### src/cedos_pkg.sv
// constants, register map and field codes of the can error detect and object status block
package cedos_pkg;

    // object count and index width
    localparam int            OBJ_N       = 15;
    localparam int            OBJ_IDX_W   = 4;

    // register byte offsets
    localparam logic [7:0]    ADDR_OBJ_SEL     = 8'h00;
    localparam logic [7:0]    ADDR_OBJ_STATUS  = 8'h04;
    localparam logic [7:0]    ADDR_OBJ_LEN     = 8'h08;
    localparam logic [7:0]    ADDR_GEN_STATUS  = 8'h0c;
    localparam logic [7:0]    ADDR_IRQ_STATUS  = 8'h10;
    localparam logic [7:0]    ADDR_IRQ_MASK    = 8'h14;
    localparam logic [7:0]    ADDR_TX_EN       = 8'h18;
    localparam logic [7:0]    ADDR_TX_SEL      = 8'h1c;

    // object_status field positions
    localparam int            BIT_LENGTH_MISMATCH_WARNING = 7;
    localparam int            BIT_TRANSMIT_DONE_FLAG      = 6;
    localparam int            BIT_RECEIVE_DONE_FLAG       = 5;
    localparam int            BIT_BIT_ERROR_FLAG          = 4;
    localparam int            BIT_STUFF_ERROR_FLAG        = 3;
    localparam int            BIT_CRC_ERROR_FLAG          = 2;
    localparam int            BIT_FORM_ERROR_FLAG         = 1;
    localparam int            BIT_ACK_ERROR_FLAG          = 0;
    localparam int            ERR_W                       = 5;

    // protocol counts
    localparam logic [2:0]    STUFF_LIMIT      = 3'h5;
    localparam logic [2:0]    EOF_RX_DONE_IDX  = 3'h5;
    localparam logic [2:0]    EOF_LAST_IDX     = 3'h6;
    localparam int            CRC_W            = 15;
    localparam logic [14:0]   CRC_POLY         = 15'h4599;

    // values after reset
    localparam logic          RST_WAIT         = 1'b1;
    localparam logic          RST_RX_LEVEL     = 1'b1;
    localparam logic [3:0]    RST_OBJ_SEL      = 4'h0;
    localparam logic [14:0]   RST_TX_EN        = 15'h0000;
    localparam logic [15:0]   RST_IRQ_MASK     = 16'h0000;
    localparam logic [15:0]   RST_IRQ_STATUS   = 16'h0000;
    localparam logic [4:0]    RST_GEN_STATUS   = 5'h00;
    localparam logic [14:0]   RST_CRC          = 15'h0000;

    // frame field currently on the bus, given by the protocol engine
    typedef enum logic [3:0] {
        FLD_IDLE,
        FLD_SOF,
        FLD_ARB,
        FLD_CTRL,
        FLD_DATA,
        FLD_CRC,
        FLD_CRC_DELIM,
        FLD_ACK_SLOT,
        FLD_ACK_DELIM,
        FLD_EOF,
        FLD_INTERMISSION,
        FLD_ERR_FLAG,
        FLD_ERR_DELIM,
        FLD_OVL_FLAG,
        FLD_OVL_DELIM
    } cedos_field_type;

endpackage

### src/cedos_crc.sv
// crc-15 accumulator over destuffed frame bits
`timescale 1ns/100ps
module cedos_crc (
    input  wire logic        clk_i,
    input  wire logic        rst_i,
    input  wire logic        shift_i,
    input  wire logic        start_i,
    input  wire logic        bit_i,
    output logic [14:0]      crc_o
);

    logic [14:0] crc_q;
    logic [14:0] base;
    logic        feed;

    // start of frame restarts from zero with the first bit included
    always_comb begin
        base = start_i ? cedos_pkg::RST_CRC : crc_q;
        feed = bit_i ^ base[14];
    end

    always_ff @(posedge clk_i) begin
        if (rst_i) begin
            crc_q <= cedos_pkg::RST_CRC;
        end else if (shift_i) begin
            crc_q <= {base[13:0], 1'b0} ^ (feed ? cedos_pkg::CRC_POLY : cedos_pkg::RST_CRC);
        end
    end

    assign crc_o = crc_q;

endmodule

### src/cedos_top.sv
// error detection and per-object status registers of a can controller
//
// Functional notes
// - Bit error when monitored bus level differs from the level being sent.
// - No bit error for recessive read dominant in arbitration/ack, or dominant in error flag.
// - Stuff error on a sixth identical bit inside the stuffed frame part.
// - Receiver compares crc over destuffed sof..data with the received crc field.
// - Form error on dominant in crc/ack delimiter, end-of-frame (bar a receiver's last bit), error or overload delimiter.
// - Ack error while transmitting when the ack slot stays recessive.
// - Transmit errors go to the status of the sending object.
// - Receive errors go to the matched object, otherwise to the general status.
// - Any detected error requests an error frame.
// - An error flag from another node is detected and answered with our own.
// - Object registers have no reset value; software initialises them.
// - Length mismatch warning on differing dlc; received dlc always overwrites stored dlc.
// - Status flags may interrupt; software clears them by read-modify-write of the register.
// - Transmit done set at the end of the last end-of-frame bit.
// - Lowest enabled object index transmits first.
// - Receive done set at the end of the sixth end-of-frame bit.
// - On several hits the lowest-indexed object is updated.
// - Object bit error flag only for errors while that object transmits.
//
// Decided for this implementation: the address map and the Avalon-MM register port.
`timescale 1ns/100ps
module cedos_top #(
    parameter int OBJ_N = cedos_pkg::OBJ_N
) (
    input  wire logic                          CLK_I,
    input  wire logic                          RST_I,
    input  wire logic                          RX_PIN_I,
    input  wire logic                          SAMPLE_I,
    input  wire cedos_pkg::cedos_field_type    FIELD_I,
    input  wire logic                          TX_ACTIVE_I,
    input  wire logic                          TX_BIT_I,
    input  wire logic                          STUFF_BIT_I,
    input  wire logic [3:0]                    RX_DLC_I,
    input  wire logic [OBJ_N-1:0]              HIT_I,
    input  wire logic [7:0]                    ADDRESS_I,
    input  wire logic                          READ_I,
    input  wire logic                          WRITE_I,
    input  wire logic [31:0]                   WRITEDATA_I,
    input  wire logic [3:0]                    BYTEENABLE_I,
    output logic [31:0]                        READDATA_O,
    output logic                               WAITREQUEST_O,
    output logic                               IRQ_O,
    output logic                               ERR_FRAME_O,
    output logic [3:0]                         TX_OBJ_O,
    output logic                               TX_OBJ_VALID_O
);

    localparam int IW = cedos_pkg::OBJ_IDX_W;
    localparam int EW = cedos_pkg::ERR_W;

    // bus pin synchroniser
    logic                rx_meta_q;
    logic                rx_q;

    // protocol tracking
    logic [2:0]          same_cnt_q;
    logic                last_bit_q;
    logic [2:0]          eof_cnt_q;
    logic [14:0]         crc_rx_q;
    logic [14:0]         crc_calc;
    logic                frame_err_q;
    logic                rx_hit_q;
    logic [IW-1:0]       rx_obj_q;
    logic [IW-1:0]       tx_obj_q;
    logic                tx_valid_q;
    logic                err_frame_q;

    // registers
    logic [IW-1:0]       obj_sel_q;
    logic [OBJ_N-1:0]    tx_en_q;
    logic [4:0]          gen_status_q;
    logic [OBJ_N:0]      irq_status_q;
    logic [OBJ_N:0]      irq_mask_q;
    logic                irq_q;
    logic                wait_q;
    logic [31:0]         rdata_q;
    logic [31:0]         rd_mux;

    // per-object views
    logic [7:0]          st_w [OBJ_N];
    logic [3:0]          len_w [OBJ_N];
    logic [OBJ_N-1:0]    obj_event;

    // detection terms
    logic                in_stuffed;
    logic                in_crc_span;
    logic                driving;
    logic                bit_exc;
    logic [EW-1:0]       err_vec;
    logic                any_err;
    logic                tx_done_ev;
    logic                rx_done_ev;
    logic                obj_err_tx;
    logic                obj_err_rx;
    logic                gen_err;

    // bus access terms
    logic                bus_acc;
    logic                bus_wr;
    logic [31:0]         wmask;

    function automatic logic [IW-1:0] lowest(input logic [OBJ_N-1:0] v);
        logic [IW-1:0] r;
        r = '0;
        for (int i = OBJ_N - 1; i >= 0; i--) begin
            if (v[i]) begin
                r = IW'(i);
            end
        end
        return r;
    endfunction

    // two stages before the sampled bus level is used
    always_ff @(posedge CLK_I) begin
        if (RST_I) begin
            rx_meta_q <= cedos_pkg::RST_RX_LEVEL;
            rx_q      <= cedos_pkg::RST_RX_LEVEL;
        end else begin
            rx_meta_q <= RX_PIN_I;
            rx_q      <= rx_meta_q;
        end
    end

    always_comb begin
        in_crc_span = FIELD_I inside {cedos_pkg::FLD_SOF, cedos_pkg::FLD_ARB,
                                      cedos_pkg::FLD_CTRL, cedos_pkg::FLD_DATA};
        in_stuffed  = in_crc_span || (FIELD_I == cedos_pkg::FLD_CRC);
        driving     = TX_ACTIVE_I || (FIELD_I == cedos_pkg::FLD_ERR_FLAG);
        bit_exc     = ((FIELD_I inside {cedos_pkg::FLD_ARB, cedos_pkg::FLD_ACK_SLOT}) && TX_BIT_I && !rx_q)
                      || ((FIELD_I == cedos_pkg::FLD_ERR_FLAG) && !rx_q);
    end

    always_comb begin
        err_vec = '0;
        err_vec[cedos_pkg::BIT_BIT_ERROR_FLAG] = SAMPLE_I && driving && (rx_q != TX_BIT_I) && !bit_exc;
        // another node's error flag breaks stuffing and shows here too
        err_vec[cedos_pkg::BIT_STUFF_ERROR_FLAG] = SAMPLE_I && in_stuffed && (FIELD_I != cedos_pkg::FLD_SOF)
                                                   && (rx_q == last_bit_q)
                                                   && (same_cnt_q == cedos_pkg::STUFF_LIMIT);
        err_vec[cedos_pkg::BIT_CRC_ERROR_FLAG] = SAMPLE_I && !TX_ACTIVE_I
                                                 && (FIELD_I == cedos_pkg::FLD_CRC_DELIM)
                                                 && (crc_rx_q != crc_calc);
        // last eof bit dominant at a receiver is an overload, not a violation
        err_vec[cedos_pkg::BIT_FORM_ERROR_FLAG] = SAMPLE_I && !rx_q
                                                  && ((FIELD_I inside {cedos_pkg::FLD_CRC_DELIM,
                                                                       cedos_pkg::FLD_ACK_DELIM,
                                                                       cedos_pkg::FLD_ERR_DELIM,
                                                                       cedos_pkg::FLD_OVL_DELIM})
                                                      || ((FIELD_I == cedos_pkg::FLD_EOF)
                                                          && (TX_ACTIVE_I
                                                              || (eof_cnt_q != cedos_pkg::EOF_LAST_IDX))));
        err_vec[cedos_pkg::BIT_ACK_ERROR_FLAG] = SAMPLE_I && TX_ACTIVE_I
                                                 && (FIELD_I == cedos_pkg::FLD_ACK_SLOT) && rx_q;
        any_err = |err_vec;
    end

    // run length of identical bits, stuff bits included
    always_ff @(posedge CLK_I) begin
        if (RST_I) begin
            same_cnt_q <= 3'h0;
            last_bit_q <= cedos_pkg::RST_RX_LEVEL;
        end else if (SAMPLE_I) begin
            if (FIELD_I == cedos_pkg::FLD_SOF) begin
                same_cnt_q <= 3'h1;
                last_bit_q <= rx_q;
            end else if (in_stuffed) begin
                same_cnt_q <= (rx_q == last_bit_q) ? same_cnt_q + 3'h1 : 3'h1;
                last_bit_q <= rx_q;
            end else begin
                same_cnt_q <= 3'h0;
            end
        end
    end

    cedos_crc u_crc (
        .clk_i   (CLK_I),
        .rst_i   (RST_I),
        .shift_i (SAMPLE_I && in_crc_span && !STUFF_BIT_I),
        .start_i (FIELD_I == cedos_pkg::FLD_SOF),
        .bit_i   (rx_q),
        .crc_o   (crc_calc)
    );

    // destuffed received crc field
    always_ff @(posedge CLK_I) begin
        if (RST_I) begin
            crc_rx_q <= cedos_pkg::RST_CRC;
        end else if (SAMPLE_I && (FIELD_I == cedos_pkg::FLD_CRC) && !STUFF_BIT_I) begin
            crc_rx_q <= {crc_rx_q[13:0], rx_q};
        end
    end

    always_ff @(posedge CLK_I) begin
        if (RST_I) begin
            eof_cnt_q <= 3'h0;
        end else if (SAMPLE_I) begin
            eof_cnt_q <= (FIELD_I == cedos_pkg::FLD_EOF) ? eof_cnt_q + 3'h1 : 3'h0;
        end
    end

    // any error spoils completion of the current frame
    always_ff @(posedge CLK_I) begin
        if (RST_I) begin
            frame_err_q <= 1'b0;
        end else begin
            frame_err_q <= any_err || (frame_err_q && !(SAMPLE_I && (FIELD_I == cedos_pkg::FLD_SOF)));
        end
    end

    always_ff @(posedge CLK_I) begin
        if (RST_I) begin
            err_frame_q <= 1'b0;
        end else begin
            err_frame_q <= any_err;
        end
    end

    // first identifier hit of the frame selects the object
    always_ff @(posedge CLK_I) begin
        if (RST_I) begin
            rx_hit_q <= 1'b0;
            rx_obj_q <= '0;
        end else if (SAMPLE_I && (FIELD_I == cedos_pkg::FLD_SOF)) begin
            rx_hit_q <= 1'b0;
        end else if (!rx_hit_q && (|HIT_I)) begin
            rx_hit_q <= 1'b1;
            rx_obj_q <= lowest(HIT_I);
        end
    end

    // sender choice frozen while a frame is being sent
    always_ff @(posedge CLK_I) begin
        if (RST_I) begin
            tx_valid_q <= 1'b0;
            tx_obj_q   <= '0;
        end else if (!TX_ACTIVE_I) begin
            tx_valid_q <= |tx_en_q;
            tx_obj_q   <= lowest(tx_en_q);
        end
    end

    always_comb begin
        tx_done_ev = SAMPLE_I && TX_ACTIVE_I && tx_valid_q && (FIELD_I == cedos_pkg::FLD_EOF)
                     && (eof_cnt_q == cedos_pkg::EOF_LAST_IDX) && !frame_err_q && !any_err;
        rx_done_ev = SAMPLE_I && !TX_ACTIVE_I && rx_hit_q && (FIELD_I == cedos_pkg::FLD_EOF)
                     && (eof_cnt_q == cedos_pkg::EOF_RX_DONE_IDX) && !frame_err_q && !any_err;
        obj_err_tx = any_err && TX_ACTIVE_I && tx_valid_q;
        obj_err_rx = any_err && !TX_ACTIVE_I && rx_hit_q;
        gen_err    = any_err && !obj_err_tx && !obj_err_rx;
    end

    // avalon slave: one wait cycle, then the accepting edge
    always_comb begin
        bus_acc = READ_I || WRITE_I;
        bus_wr  = WRITE_I && !wait_q;
        for (int b = 0; b < 4; b++) begin
            wmask[8*b +: 8] = {8{BYTEENABLE_I[b]}};
        end
    end

    always_ff @(posedge CLK_I) begin
        if (RST_I) begin
            wait_q <= cedos_pkg::RST_WAIT;
        end else begin
            wait_q <= !(bus_acc && wait_q);
        end
    end

    always_ff @(posedge CLK_I) begin
        if (RST_I) begin
            rdata_q <= 32'h0000_0000;
        end else if (READ_I && wait_q) begin
            rdata_q <= rd_mux;
        end
    end

    always_comb begin
        rd_mux = 32'h0000_0000;
        unique case (ADDRESS_I)
            cedos_pkg::ADDR_OBJ_SEL: begin
                rd_mux = 32'(obj_sel_q);
            end
            cedos_pkg::ADDR_OBJ_STATUS: begin
                if (32'(obj_sel_q) < OBJ_N) begin
                    rd_mux = 32'(st_w[obj_sel_q]);
                end
            end
            cedos_pkg::ADDR_OBJ_LEN: begin
                if (32'(obj_sel_q) < OBJ_N) begin
                    rd_mux = 32'(len_w[obj_sel_q]);
                end
            end
            cedos_pkg::ADDR_GEN_STATUS: begin
                rd_mux = 32'(gen_status_q);
            end
            cedos_pkg::ADDR_IRQ_STATUS: begin
                rd_mux = 32'(irq_status_q);
            end
            cedos_pkg::ADDR_IRQ_MASK: begin
                rd_mux = 32'(irq_mask_q);
            end
            cedos_pkg::ADDR_TX_EN: begin
                rd_mux = 32'(tx_en_q);
            end
            cedos_pkg::ADDR_TX_SEL: begin
                rd_mux = 32'({tx_valid_q, tx_obj_q});
            end
            default: begin
                rd_mux = 32'h0000_0000;
            end
        endcase
    end

    always_ff @(posedge CLK_I) begin
        if (RST_I) begin
            obj_sel_q <= cedos_pkg::RST_OBJ_SEL;
        end else if (bus_wr && (ADDRESS_I == cedos_pkg::ADDR_OBJ_SEL) && BYTEENABLE_I[0]) begin
            obj_sel_q <= WRITEDATA_I[IW-1:0];
        end
    end

    // software sets producers; a finished transmission retires its object
    always_ff @(posedge CLK_I) begin
        if (RST_I) begin
            tx_en_q <= cedos_pkg::RST_TX_EN;
        end else begin
            tx_en_q <= (bus_wr && (ADDRESS_I == cedos_pkg::ADDR_TX_EN))
                       ? ((tx_en_q & ~wmask[OBJ_N-1:0]) | (WRITEDATA_I[OBJ_N-1:0] & wmask[OBJ_N-1:0]))
                       & ~(tx_done_ev ? (OBJ_N'(1) << tx_obj_q) : '0)
                       : tx_en_q & ~(tx_done_ev ? (OBJ_N'(1) << tx_obj_q) : '0);
        end
    end

    // general status: write one to clear, new error wins
    always_ff @(posedge CLK_I) begin
        if (RST_I) begin
            gen_status_q <= cedos_pkg::RST_GEN_STATUS;
        end else begin
            gen_status_q <= (gen_status_q
                             & ~((bus_wr && (ADDRESS_I == cedos_pkg::ADDR_GEN_STATUS))
                                 ? (WRITEDATA_I[EW-1:0] & wmask[EW-1:0]) : '0))
                            | (gen_err ? err_vec : '0);
        end
    end

    generate
        for (genvar i = 0; i < OBJ_N; i++) begin : g_obj
            logic [7:0] st_q;
            logic [3:0] len_q;
            logic [7:0] set_v;
            logic       sel;
            logic       rx_me;

            always_comb begin
                sel   = (obj_sel_q == IW'(i));
                rx_me = rx_done_ev && (rx_obj_q == IW'(i));
                set_v = 8'h00;
                set_v[cedos_pkg::BIT_LENGTH_MISMATCH_WARNING] = rx_me && (RX_DLC_I != len_q);
                set_v[cedos_pkg::BIT_TRANSMIT_DONE_FLAG]      = tx_done_ev && (tx_obj_q == IW'(i));
                set_v[cedos_pkg::BIT_RECEIVE_DONE_FLAG]       = rx_me;
                if (obj_err_tx && (tx_obj_q == IW'(i))) begin
                    set_v[EW-1:0] = err_vec;
                end
                if (obj_err_rx && (rx_obj_q == IW'(i))) begin
                    set_v[EW-1:0] = err_vec & ~(EW'(1) << cedos_pkg::BIT_BIT_ERROR_FLAG);
                end
            end

            // no reset: contents are undefined until software writes them
            always_ff @(posedge CLK_I) begin
                if (bus_wr && sel && (ADDRESS_I == cedos_pkg::ADDR_OBJ_STATUS) && BYTEENABLE_I[0]) begin
                    st_q <= WRITEDATA_I[7:0] | set_v;
                end else begin
                    st_q <= st_q | set_v;
                end
            end

            always_ff @(posedge CLK_I) begin
                if (rx_me) begin
                    len_q <= RX_DLC_I;
                end else if (bus_wr && sel && (ADDRESS_I == cedos_pkg::ADDR_OBJ_LEN) && BYTEENABLE_I[0]) begin
                    len_q <= WRITEDATA_I[3:0];
                end
            end

            assign st_w[i]      = st_q;
            assign len_w[i]     = len_q;
            assign obj_event[i] = |set_v;
        end
    endgenerate

    // interrupt status: write one to clear, new event wins
    always_ff @(posedge CLK_I) begin
        if (RST_I) begin
            irq_status_q <= cedos_pkg::RST_IRQ_STATUS[OBJ_N:0];
        end else begin
            irq_status_q <= (irq_status_q
                             & ~((bus_wr && (ADDRESS_I == cedos_pkg::ADDR_IRQ_STATUS))
                                 ? (WRITEDATA_I[OBJ_N:0] & wmask[OBJ_N:0]) : '0))
                            | {gen_err, obj_event};
        end
    end

    always_ff @(posedge CLK_I) begin
        if (RST_I) begin
            irq_mask_q <= cedos_pkg::RST_IRQ_MASK[OBJ_N:0];
        end else if (bus_wr && (ADDRESS_I == cedos_pkg::ADDR_IRQ_MASK)) begin
            irq_mask_q <= (irq_mask_q & ~wmask[OBJ_N:0]) | (WRITEDATA_I[OBJ_N:0] & wmask[OBJ_N:0]);
        end
    end

    always_ff @(posedge CLK_I) begin
        if (RST_I) begin
            irq_q <= 1'b0;
        end else begin
            irq_q <= |(irq_status_q & irq_mask_q);
        end
    end

    assign READDATA_O     = rdata_q;
    assign WAITREQUEST_O  = wait_q;
    assign IRQ_O          = irq_q;
    assign ERR_FRAME_O    = err_frame_q;
    assign TX_OBJ_O       = tx_obj_q;
    assign TX_OBJ_VALID_O = tx_valid_q;

endmodule

### config.mk
export PLATFORM = sky130hd
export DESIGN_NAME = cedos_top
export DESIGN_NICKNAME = d
export VERILOG_FILES = /design/src/cedos_pkg.sv /design/src/cedos_crc.sv /design/src/cedos_top.sv
export SDC_FILE = /design/constraint.sdc
export NUM_CORES = 1
export LEC_CHECK = 0
export BUFFER_PORTS_ARGS = -buffer_cell sky130_fd_sc_hd__buf_2
export CAP_MARGIN = 25
export CORE_ASPECT_RATIO = 0.8
export CORE_MARGIN = 4
export CORE_UTILIZATION = 55
export CTS_CLUSTER_DIAMETER = 60
export CTS_CLUSTER_SIZE = 20
export DETAILED_ROUTE_END_ITERATION = 16
export PLACE_DENSITY = 0.8
export RECOVER_POWER = 25
export SYNTH_ARGS = -nofsm -noshare
export SYNTH_HDL_FRONTEND = slang
export SYNTH_SLANG_ARGS = --single-unit
### constraint.sdc
create_clock -name CLK_I -period 2.9 [get_ports CLK_I]
set_input_delay 0.145 -clock CLK_I [delete_from_list [all_inputs] [get_ports CLK_I]]
set_output_delay 0.145 -clock CLK_I [all_outputs]
set_load 0.03 [all_outputs]
== Word level (Yosys, flattened, before mapping) ==
Cells that the tools add are included.

* $add $sub $neg: 2
* Order comparisons: 2
* Equal/unequal tests: 84
* Shift-type cells: 1
* Multiplexer cells: 127
* Bitwise gates (word level): 53
* Reduce and logical (&&, ||, !) cells: 265

{| class="wikitable"
|+ Operators with widths
! operator !! count
|-
| $mux 4 || 63
|-
| $or 8x8->8 || 30
|-
| $logic_and 1x1->1 || 201
|-
| $mux 5 || 32
|-
| $mux 8 || 18
|-
| $pmux 16 s8 || 1
|-
| $reduce_or 8->1 || 15
|-
| $eq 4x4->1 const B || 26
|-
| $and 16x16->16 || 4
|-
| $eq 4x3->1 const B || 16
|-
| $and 15x15->15 || 4
|-
| $mux 15 || 4
|-
| $ne 4x4->1 || 15
|-
| $reduce_bool 2->1 || 17
|-
| $bmux 8 s4 || 1
|-
| $eq 4x2->1 const B || 8
|-
| $eq 8x5->1 const B || 4
|-
| $not 16->16 || 2
|-
| $or 16x16->16 || 2
|-
| $not 15->15 || 2
|-
| $reduce_or 15->1 || 2
|-
| $bmux 4 s4 || 1
|-
| $eq 4x1->1 const B || 4
|-
| $eq 8x4->1 const B || 2
|-
| other kinds (31) || 60
|}

* Register bits: 321
* Output and inout port bits: 40
* Word-level logic and storage cells: 585

== Longest topological paths before layout ==
* Word-level depth: 15
* Gate-level depth with buffers: 12

== Modules after synthesis ==
Synthesis repeated with hierarchy kept, for this count alone.

* Cell total of the unflattened synthesis: 1645
* Area, all modules: 16343.2 um^2

{| class="wikitable"
|+ By module, submodules not included
! module !! instances !! cells each !! area each (um^2) !! sequential area each (um^2)
|-
| cedos_top || 1 || 1558 || 15611.2 || 6406.1
|-
| cedos_crc || 1 || 87 || 732.0 || 300.3
|}

== Worst setup path before layout ==
OpenSTA, ideal clock, no wires.

* Path kind: register -> register
* From: reg obj_sel_q[1]
* To: reg g_obj[14].len_q[0], enable pin
* Setup time: 361 ps
* Arrival: 2479 ps
* Setup slack: 59 ps
* Cell stages (with the launch flop): 8
* Path buffers: 4
* Period minus slack after synthesis: 2841 ps
* Cells stage by stage: dfxtp_1 > buf_2 > buf_1 > clkbuf_1 > nor3b_1 > clkbuf_1 > nand2_1 > o21ai_0

* Cells in the longest elaborated chain, start to end: 5

{| class="wikitable"
|+ RTL lines
! element !! RTL line !! RTL
|-
| start: declaration || cedos_top.sv:72 || <nowiki>logic [IW-1:0] obj_sel_q;</nowiki>
|-
| start signal: assignment || cedos_top.sv:319 || <nowiki>obj_sel_q <= cedos_pkg::RST_OBJ_SEL;</nowiki>
|-
| start signal: assignment || cedos_top.sv:321 || <nowiki>obj_sel_q <= WRITEDATA_I[IW-1:0];</nowiki>
|-
| $eq 4x4->1 || cedos_top.sv:358 || <nowiki>sel = (obj_sel_q == IW'(i));</nowiki>
|-
| $logic_and 1x1->1 (3 in a row) || cedos_top.sv:384 || <nowiki>end else if (bus_wr && sel && (ADDRESS_I == cedos_pkg::ADDR_OBJ_LEN) && BYTEENABLE_I[0]) begin</nowiki>
|-
| $reduce_bool 2->1 (no source line) || - ||
|-
| end signal: assignment || cedos_top.sv:385 || <nowiki>len_q <= WRITEDATA_I[3:0];</nowiki>
|-
| end: declaration || cedos_top.sv:352 || <nowiki>logic [3:0] len_q;</nowiki>
|}

Every way passes these cells.
A chain may end at the register's enable or synchronous reset.

== Final worst setup path ==
* From: reg eof_cnt_q[1]
* To: reg g_obj[11].len_q[1] (data pin)

* Cells in the longest elaborated chain, start to end: 10
* Elaborated cells on any way between the ends: 13
* Classes of those cells: eq/ne: 2; mux: 1; reduce/logical: 10

{| class="wikitable"
|+ RTL lines
! element !! RTL line !! RTL
|-
| start: declaration || cedos_top.sv:61 || <nowiki>logic [2:0] eof_cnt_q;</nowiki>
|-
| start signal: assignment || cedos_top.sv:200 || <nowiki>eof_cnt_q <= (FIELD_I == cedos_pkg::FLD_EOF) ? eof_cnt_q + 3'h1 : 3'h0;</nowiki>
|-
| $ne 3x3->1 || cedos_top.sv:154 || <nowiki>|| (eof_cnt_q != cedos_pkg::EOF_LAST_IDX))));</nowiki>
|-
| $logic_or 1x1->1 || cedos_top.sv:154 ||
|-
| $logic_and 1x1->1 || cedos_top.sv:153 || <nowiki>&& (TX_ACTIVE_I</nowiki>
|-
| $logic_or 1x1->1 || cedos_top.sv:152 || <nowiki>|| ((FIELD_I == cedos_pkg::FLD_EOF)</nowiki>
|-
| $logic_and 1x1->1 || cedos_top.sv:148 || <nowiki>&& ((FIELD_I inside {cedos_pkg::FLD_CRC_DELIM,</nowiki>
|-
| $reduce_or 5->1 || cedos_top.sv:157 || <nowiki>any_err = |err_vec;</nowiki>
|-
| $logic_not 1->1 || cedos_top.sv:249 || <nowiki>&& (eof_cnt_q == cedos_pkg::EOF_RX_DONE_IDX) && !frame_err_q && !any_err;</nowiki>
|-
| $logic_and 1x1->1 * || cedos_top.sv:249 ||
|-
| $logic_and 1x1->1 * || cedos_top.sv:359 || <nowiki>rx_me = rx_done_ev && (rx_obj_q == IW'(i));</nowiki>
|-
| $mux 4 * || cedos_top.sv:382 || <nowiki>if (rx_me) begin</nowiki>
|-
| end signal: assignment || cedos_top.sv:385 ||
|-
| end: declaration || cedos_top.sv:352 ||
|}

Mark *: on every way between the ends. The rest lies on a longest branch, timed or not.

==> impl_metrics.json <==
{
  "outcome": "finished clean",
  "ys_seq_area_frac": 0.420,
  "drtAntennaViolNets": 0,
  "synth_ff_type": "dfxtp_1",
  "die_h_um": 160,
  "worstRegToRegCells": 9,
  "antenna_found_initial": 1,
  "floorplan.initialDensity": 0.561,
  "power.leakage_nw": 6.76,
  "setup_viol": 0,
  "grt_pass1_wl_mm": 78.9,
  "fin_util": 0.632,
  "die_area_um2": 31800,
  "max_cap_viol_count": 0,
  "drt_first_pass_iters": 8,
  "worst-path-max-fanout": 18,
  "rsz0062_at_grt": "no",
  "ys_warn_count": 0,
  "whs_ns": 0.0188,
  "synth_cell_type_count": 61,
  "finalWirelength_mm": 51.2,
  "fin_crit_sh": 0.965,
  "vias_per_cell": 6.48,
  "finalClockSkew_ns": 0.0221,
  "grt.total_usage": 0.313,
  "clockBufferDepth": 3,
  "worstPathArrival_ns": 3.09,
  "vdd_drop_max_v": 0.000432,
  "hold_class": "in -> reg",
  "endpoint": "g_obj[11].len_q[1]$_DFFE_PP_",
  "syn_area_um2": 15900,
  "portBuffers": 81,
  "end_kind": "flop",
  "slew_headroom": 0.259,
  "rows": 55,
  "required_ns": 3.19,
  "grt_pass1_vias": 13500,
  "worst_pin_slew_ns": 1.11,
  "antenna_cells": 0,
  "clock.fmax_mhz": 357,
  "avgSynthCellArea_um2": 9.36,
  "powerDensity_nw_per_um2": 475,
  "fin_area_um2": 18000,
  "via_count": 14100,
  "gp_congestion": 1.04,
  "wl_per_cell_um": 23.5,
  "worstSetupStartpoint": "eof_cnt_q[1]$_SDFFE_PP0P_",
  "grt_max_degree": 114,
  "synth_cells": 1704,
  "post-cts-setup-buffers": 0,
  "drive_gt1_frac": 0.174,
  "place_hpwl_mm": 37.0,
  "area_growth_pct": 12.6,
  "rr_endpoint": "g_obj[11].len_q[1]$_DFFE_PP_",
  "die_w_um": 198,
  "cts_root_buffer": "clkbuf_16",
  "r2r-start": "eof_cnt_q[1]$_SDFFE_PP0P_",
  "worstSkewPairLatency_ns": 0.55,
  "cts_tree": "yes",
  "min_period_ns": 2.80,
  "slew_viol_final": 0,
  "cts_sinks": 305,
  "first_iter_violations": 2019,
  "r2r_slack_ns": 0.10,
  "dpl_cell_area_um2": 17000,
  "drc": 0,
  "synth-seq-cells": 305,
  "h-tree-depth": 1,
  "nets": 1869,
  "crit_path_start_kind": "flop",
  "finalHoldViolCount": 0,
  "numCtsBuffers": 24,
  "critPathKind": "reg -> reg",
  "fillers": 2330,
  "grt-ovfl-total": 0,
  "asyncSetResetFlopFracSynth": 0,
  "core_um2": 28400,
  "ios": 116,
  "clk_transition_reported_paths_ns": 0.08,
  "synth-edff-count": 60
}
[cell families (layout without fill, tap and decap cells)]
family / after synthesis / count (layout) / share of synthesized area
other cells: 1 / 16 / 0.000235
xor+xnor: 86 / 86 / 0.0472
simple gates: 576 / 576 / 0.169
flops: 305 / 305 / 0.420
compound gates: 341 / 341 / 0.129
buf+inv: 161 / 246 / 0.0430
fa+ha+maj: 5 / 5 / 0.00392
mux: 229 / 229 / 0.187
[final cells by class]
class                   instances  area, µm²  share of cell area
well taps                     370        463              0.0258
repair buffers                187       1240              0.0691
inverters                      17       63.8             0.00355
clock inverters                13        161             0.00899
multi-input cells            1253       8650               0.482
clock buffers                  29        672              0.0374
flip-flops and latches        305       6710               0.374
[layer usage]
layer,up-vias,part of all wire,global-route usage,routed length (µm)
met5,-,0.00025,0,13
met4,2,0.033,0.0892,1690
met3,136,0.13,0.0931,6650
met2,898,0.44,0.475,22300
met1,6710,0.40,0.438,20500
li1,6332,-,-,-
[sequential cells by signal, summed over array words and instances, names as in the netlist, named ones only]
name / count
g_obj.st_q: 120
g_obj.len_q: 60
READDATA_O: 16
irq_status_q: 16
crc_rx_q: 15
tx_en_q: 15
u_crc.crc_o: 15
gen_status_q: 5
TX_OBJ_O: 4
obj_sel_q: 4
rx_obj_q: 4
eof_cnt_q: 3
same_cnt_q: 3
ERR_FRAME_O: 1
IRQ_O: 1
TX_OBJ_VALID_O: 1
WAITREQUEST_O: 1
frame_err_q: 1
last_bit_q: 1
rx_hit_q: 1
rx_meta_q: 1
rx_q: 1
[worst min-delay path by stage]
stage                     cells after the start                        to      from
after detailed placement                      2      rx_meta_q$_SDFF_PP1_  RX_PIN_I
after global routing                          4  rx_obj_q[2]$_SDFFE_PP0P_  HIT_I[9]
after floorplan                               1      rx_meta_q$_SDFF_PP1_  RX_PIN_I
after global placement                        2      rx_meta_q$_SDFF_PP1_  RX_PIN_I
after CTS                                     4  rx_obj_q[1]$_SDFFE_PP0P_  HIT_I[5]
final                                         4  rx_obj_q[1]$_SDFFE_PP0P_  HIT_I[4]
[cell usage after synthesis, types with 2 or more instances]
master	number	area [µm²]
ha_1	5	62.6
a211o_1	6	52.6
nand3_1	97	485
a22oi_1	27	203
mux2i_1	114	1140
buf_1	16	60.1
a32oi_1	5	43.8
inv_1	17	63.8
xnor2_1	14	123
or2_2	7	43.8
nor2_1	102	383
dfxtp_1	245	4900
nor2b_1	15	93.8
a222oi_1	4	40.0
edfxtp_1	60	1800
a31oi_1	16	100
buf_4	17	128
a221oi_1	15	131
o31ai_1	3	22.5
and3b_1	3	26.3
nand2b_1	5	31.3
clkbuf_1	102	383
a21oi_1	98	490
nor3b_1	4	30.0
and3_1	23	144
or3_1	6	37.5
nor4_1	26	163
a22o_1	7	61.3
nand4_1	11	68.8
nor3_1	30	150
mux4_2	48	1080
buf_2	8	40.0
o21bai_1	3	22.5
mux2_2	67	754
xor2_1	72	631
o211ai_1	2	15.0
o21ai_0	117	586
nand3b_1	5	37.5
or4_1	2	15.0
nand2_1	223	837
a211oi_1	30	225
and2_1	8	50.1
[cells in the final DEF (no fill, tap or decap), drive strengths merged, types with 26 or more instances in the layout]
master,n
mux2,67
a211oi,30
nor4,26
buf,137
dfxtp,245
nor3,31
edfxtp,60
nand3,97
a21oi,98
xor2,72
nor2,102
clkbuf,61
mux2i,114
nand2,223
o21ai,117
mux4,48
a22oi,27
[power by group]
part | leakage (nW) | switching [mW] | internal (mW)
Sequential | 2.52 | 0.0295 | 4.35
Clock | 0.404 | 1.74 | 1.81
Combinational | 3.83 | 0.388 | 0.207
[repair_timing]
action	4_1_cts	5_1_grt
setup endpoints to repair	13	11
hold buffers	18	0
endpoints found under the hold margin	20	0
resized for setup	1	4
[through the flow]
step	std cells	setup TNS (ns)	power (mW)	setup slack (ns)
floorplan	1719	0	4.84	0.0594
global placement	2114	-2.10	5.02	-0.134
detailed placement	2114	-4.69	5.03	-0.256
CTS	2174	0	8.52	0.0967
global route	2174	0	8.73	0.00812
finish	2174	0	8.53	0.100
[critical path, cell delays in order, from the launching register on]
cell      delay [ns]
dfxtp_1         0.38
ha_1            0.22
nand4b_1        0.11
nand4_1         0.10
or4b_4          0.52
nand2b_4        0.20
nor3_4          0.21
buf_12          0.18
and3b_1         0.26
mux2_2          0.35
(Power assumes the default switching activity.)
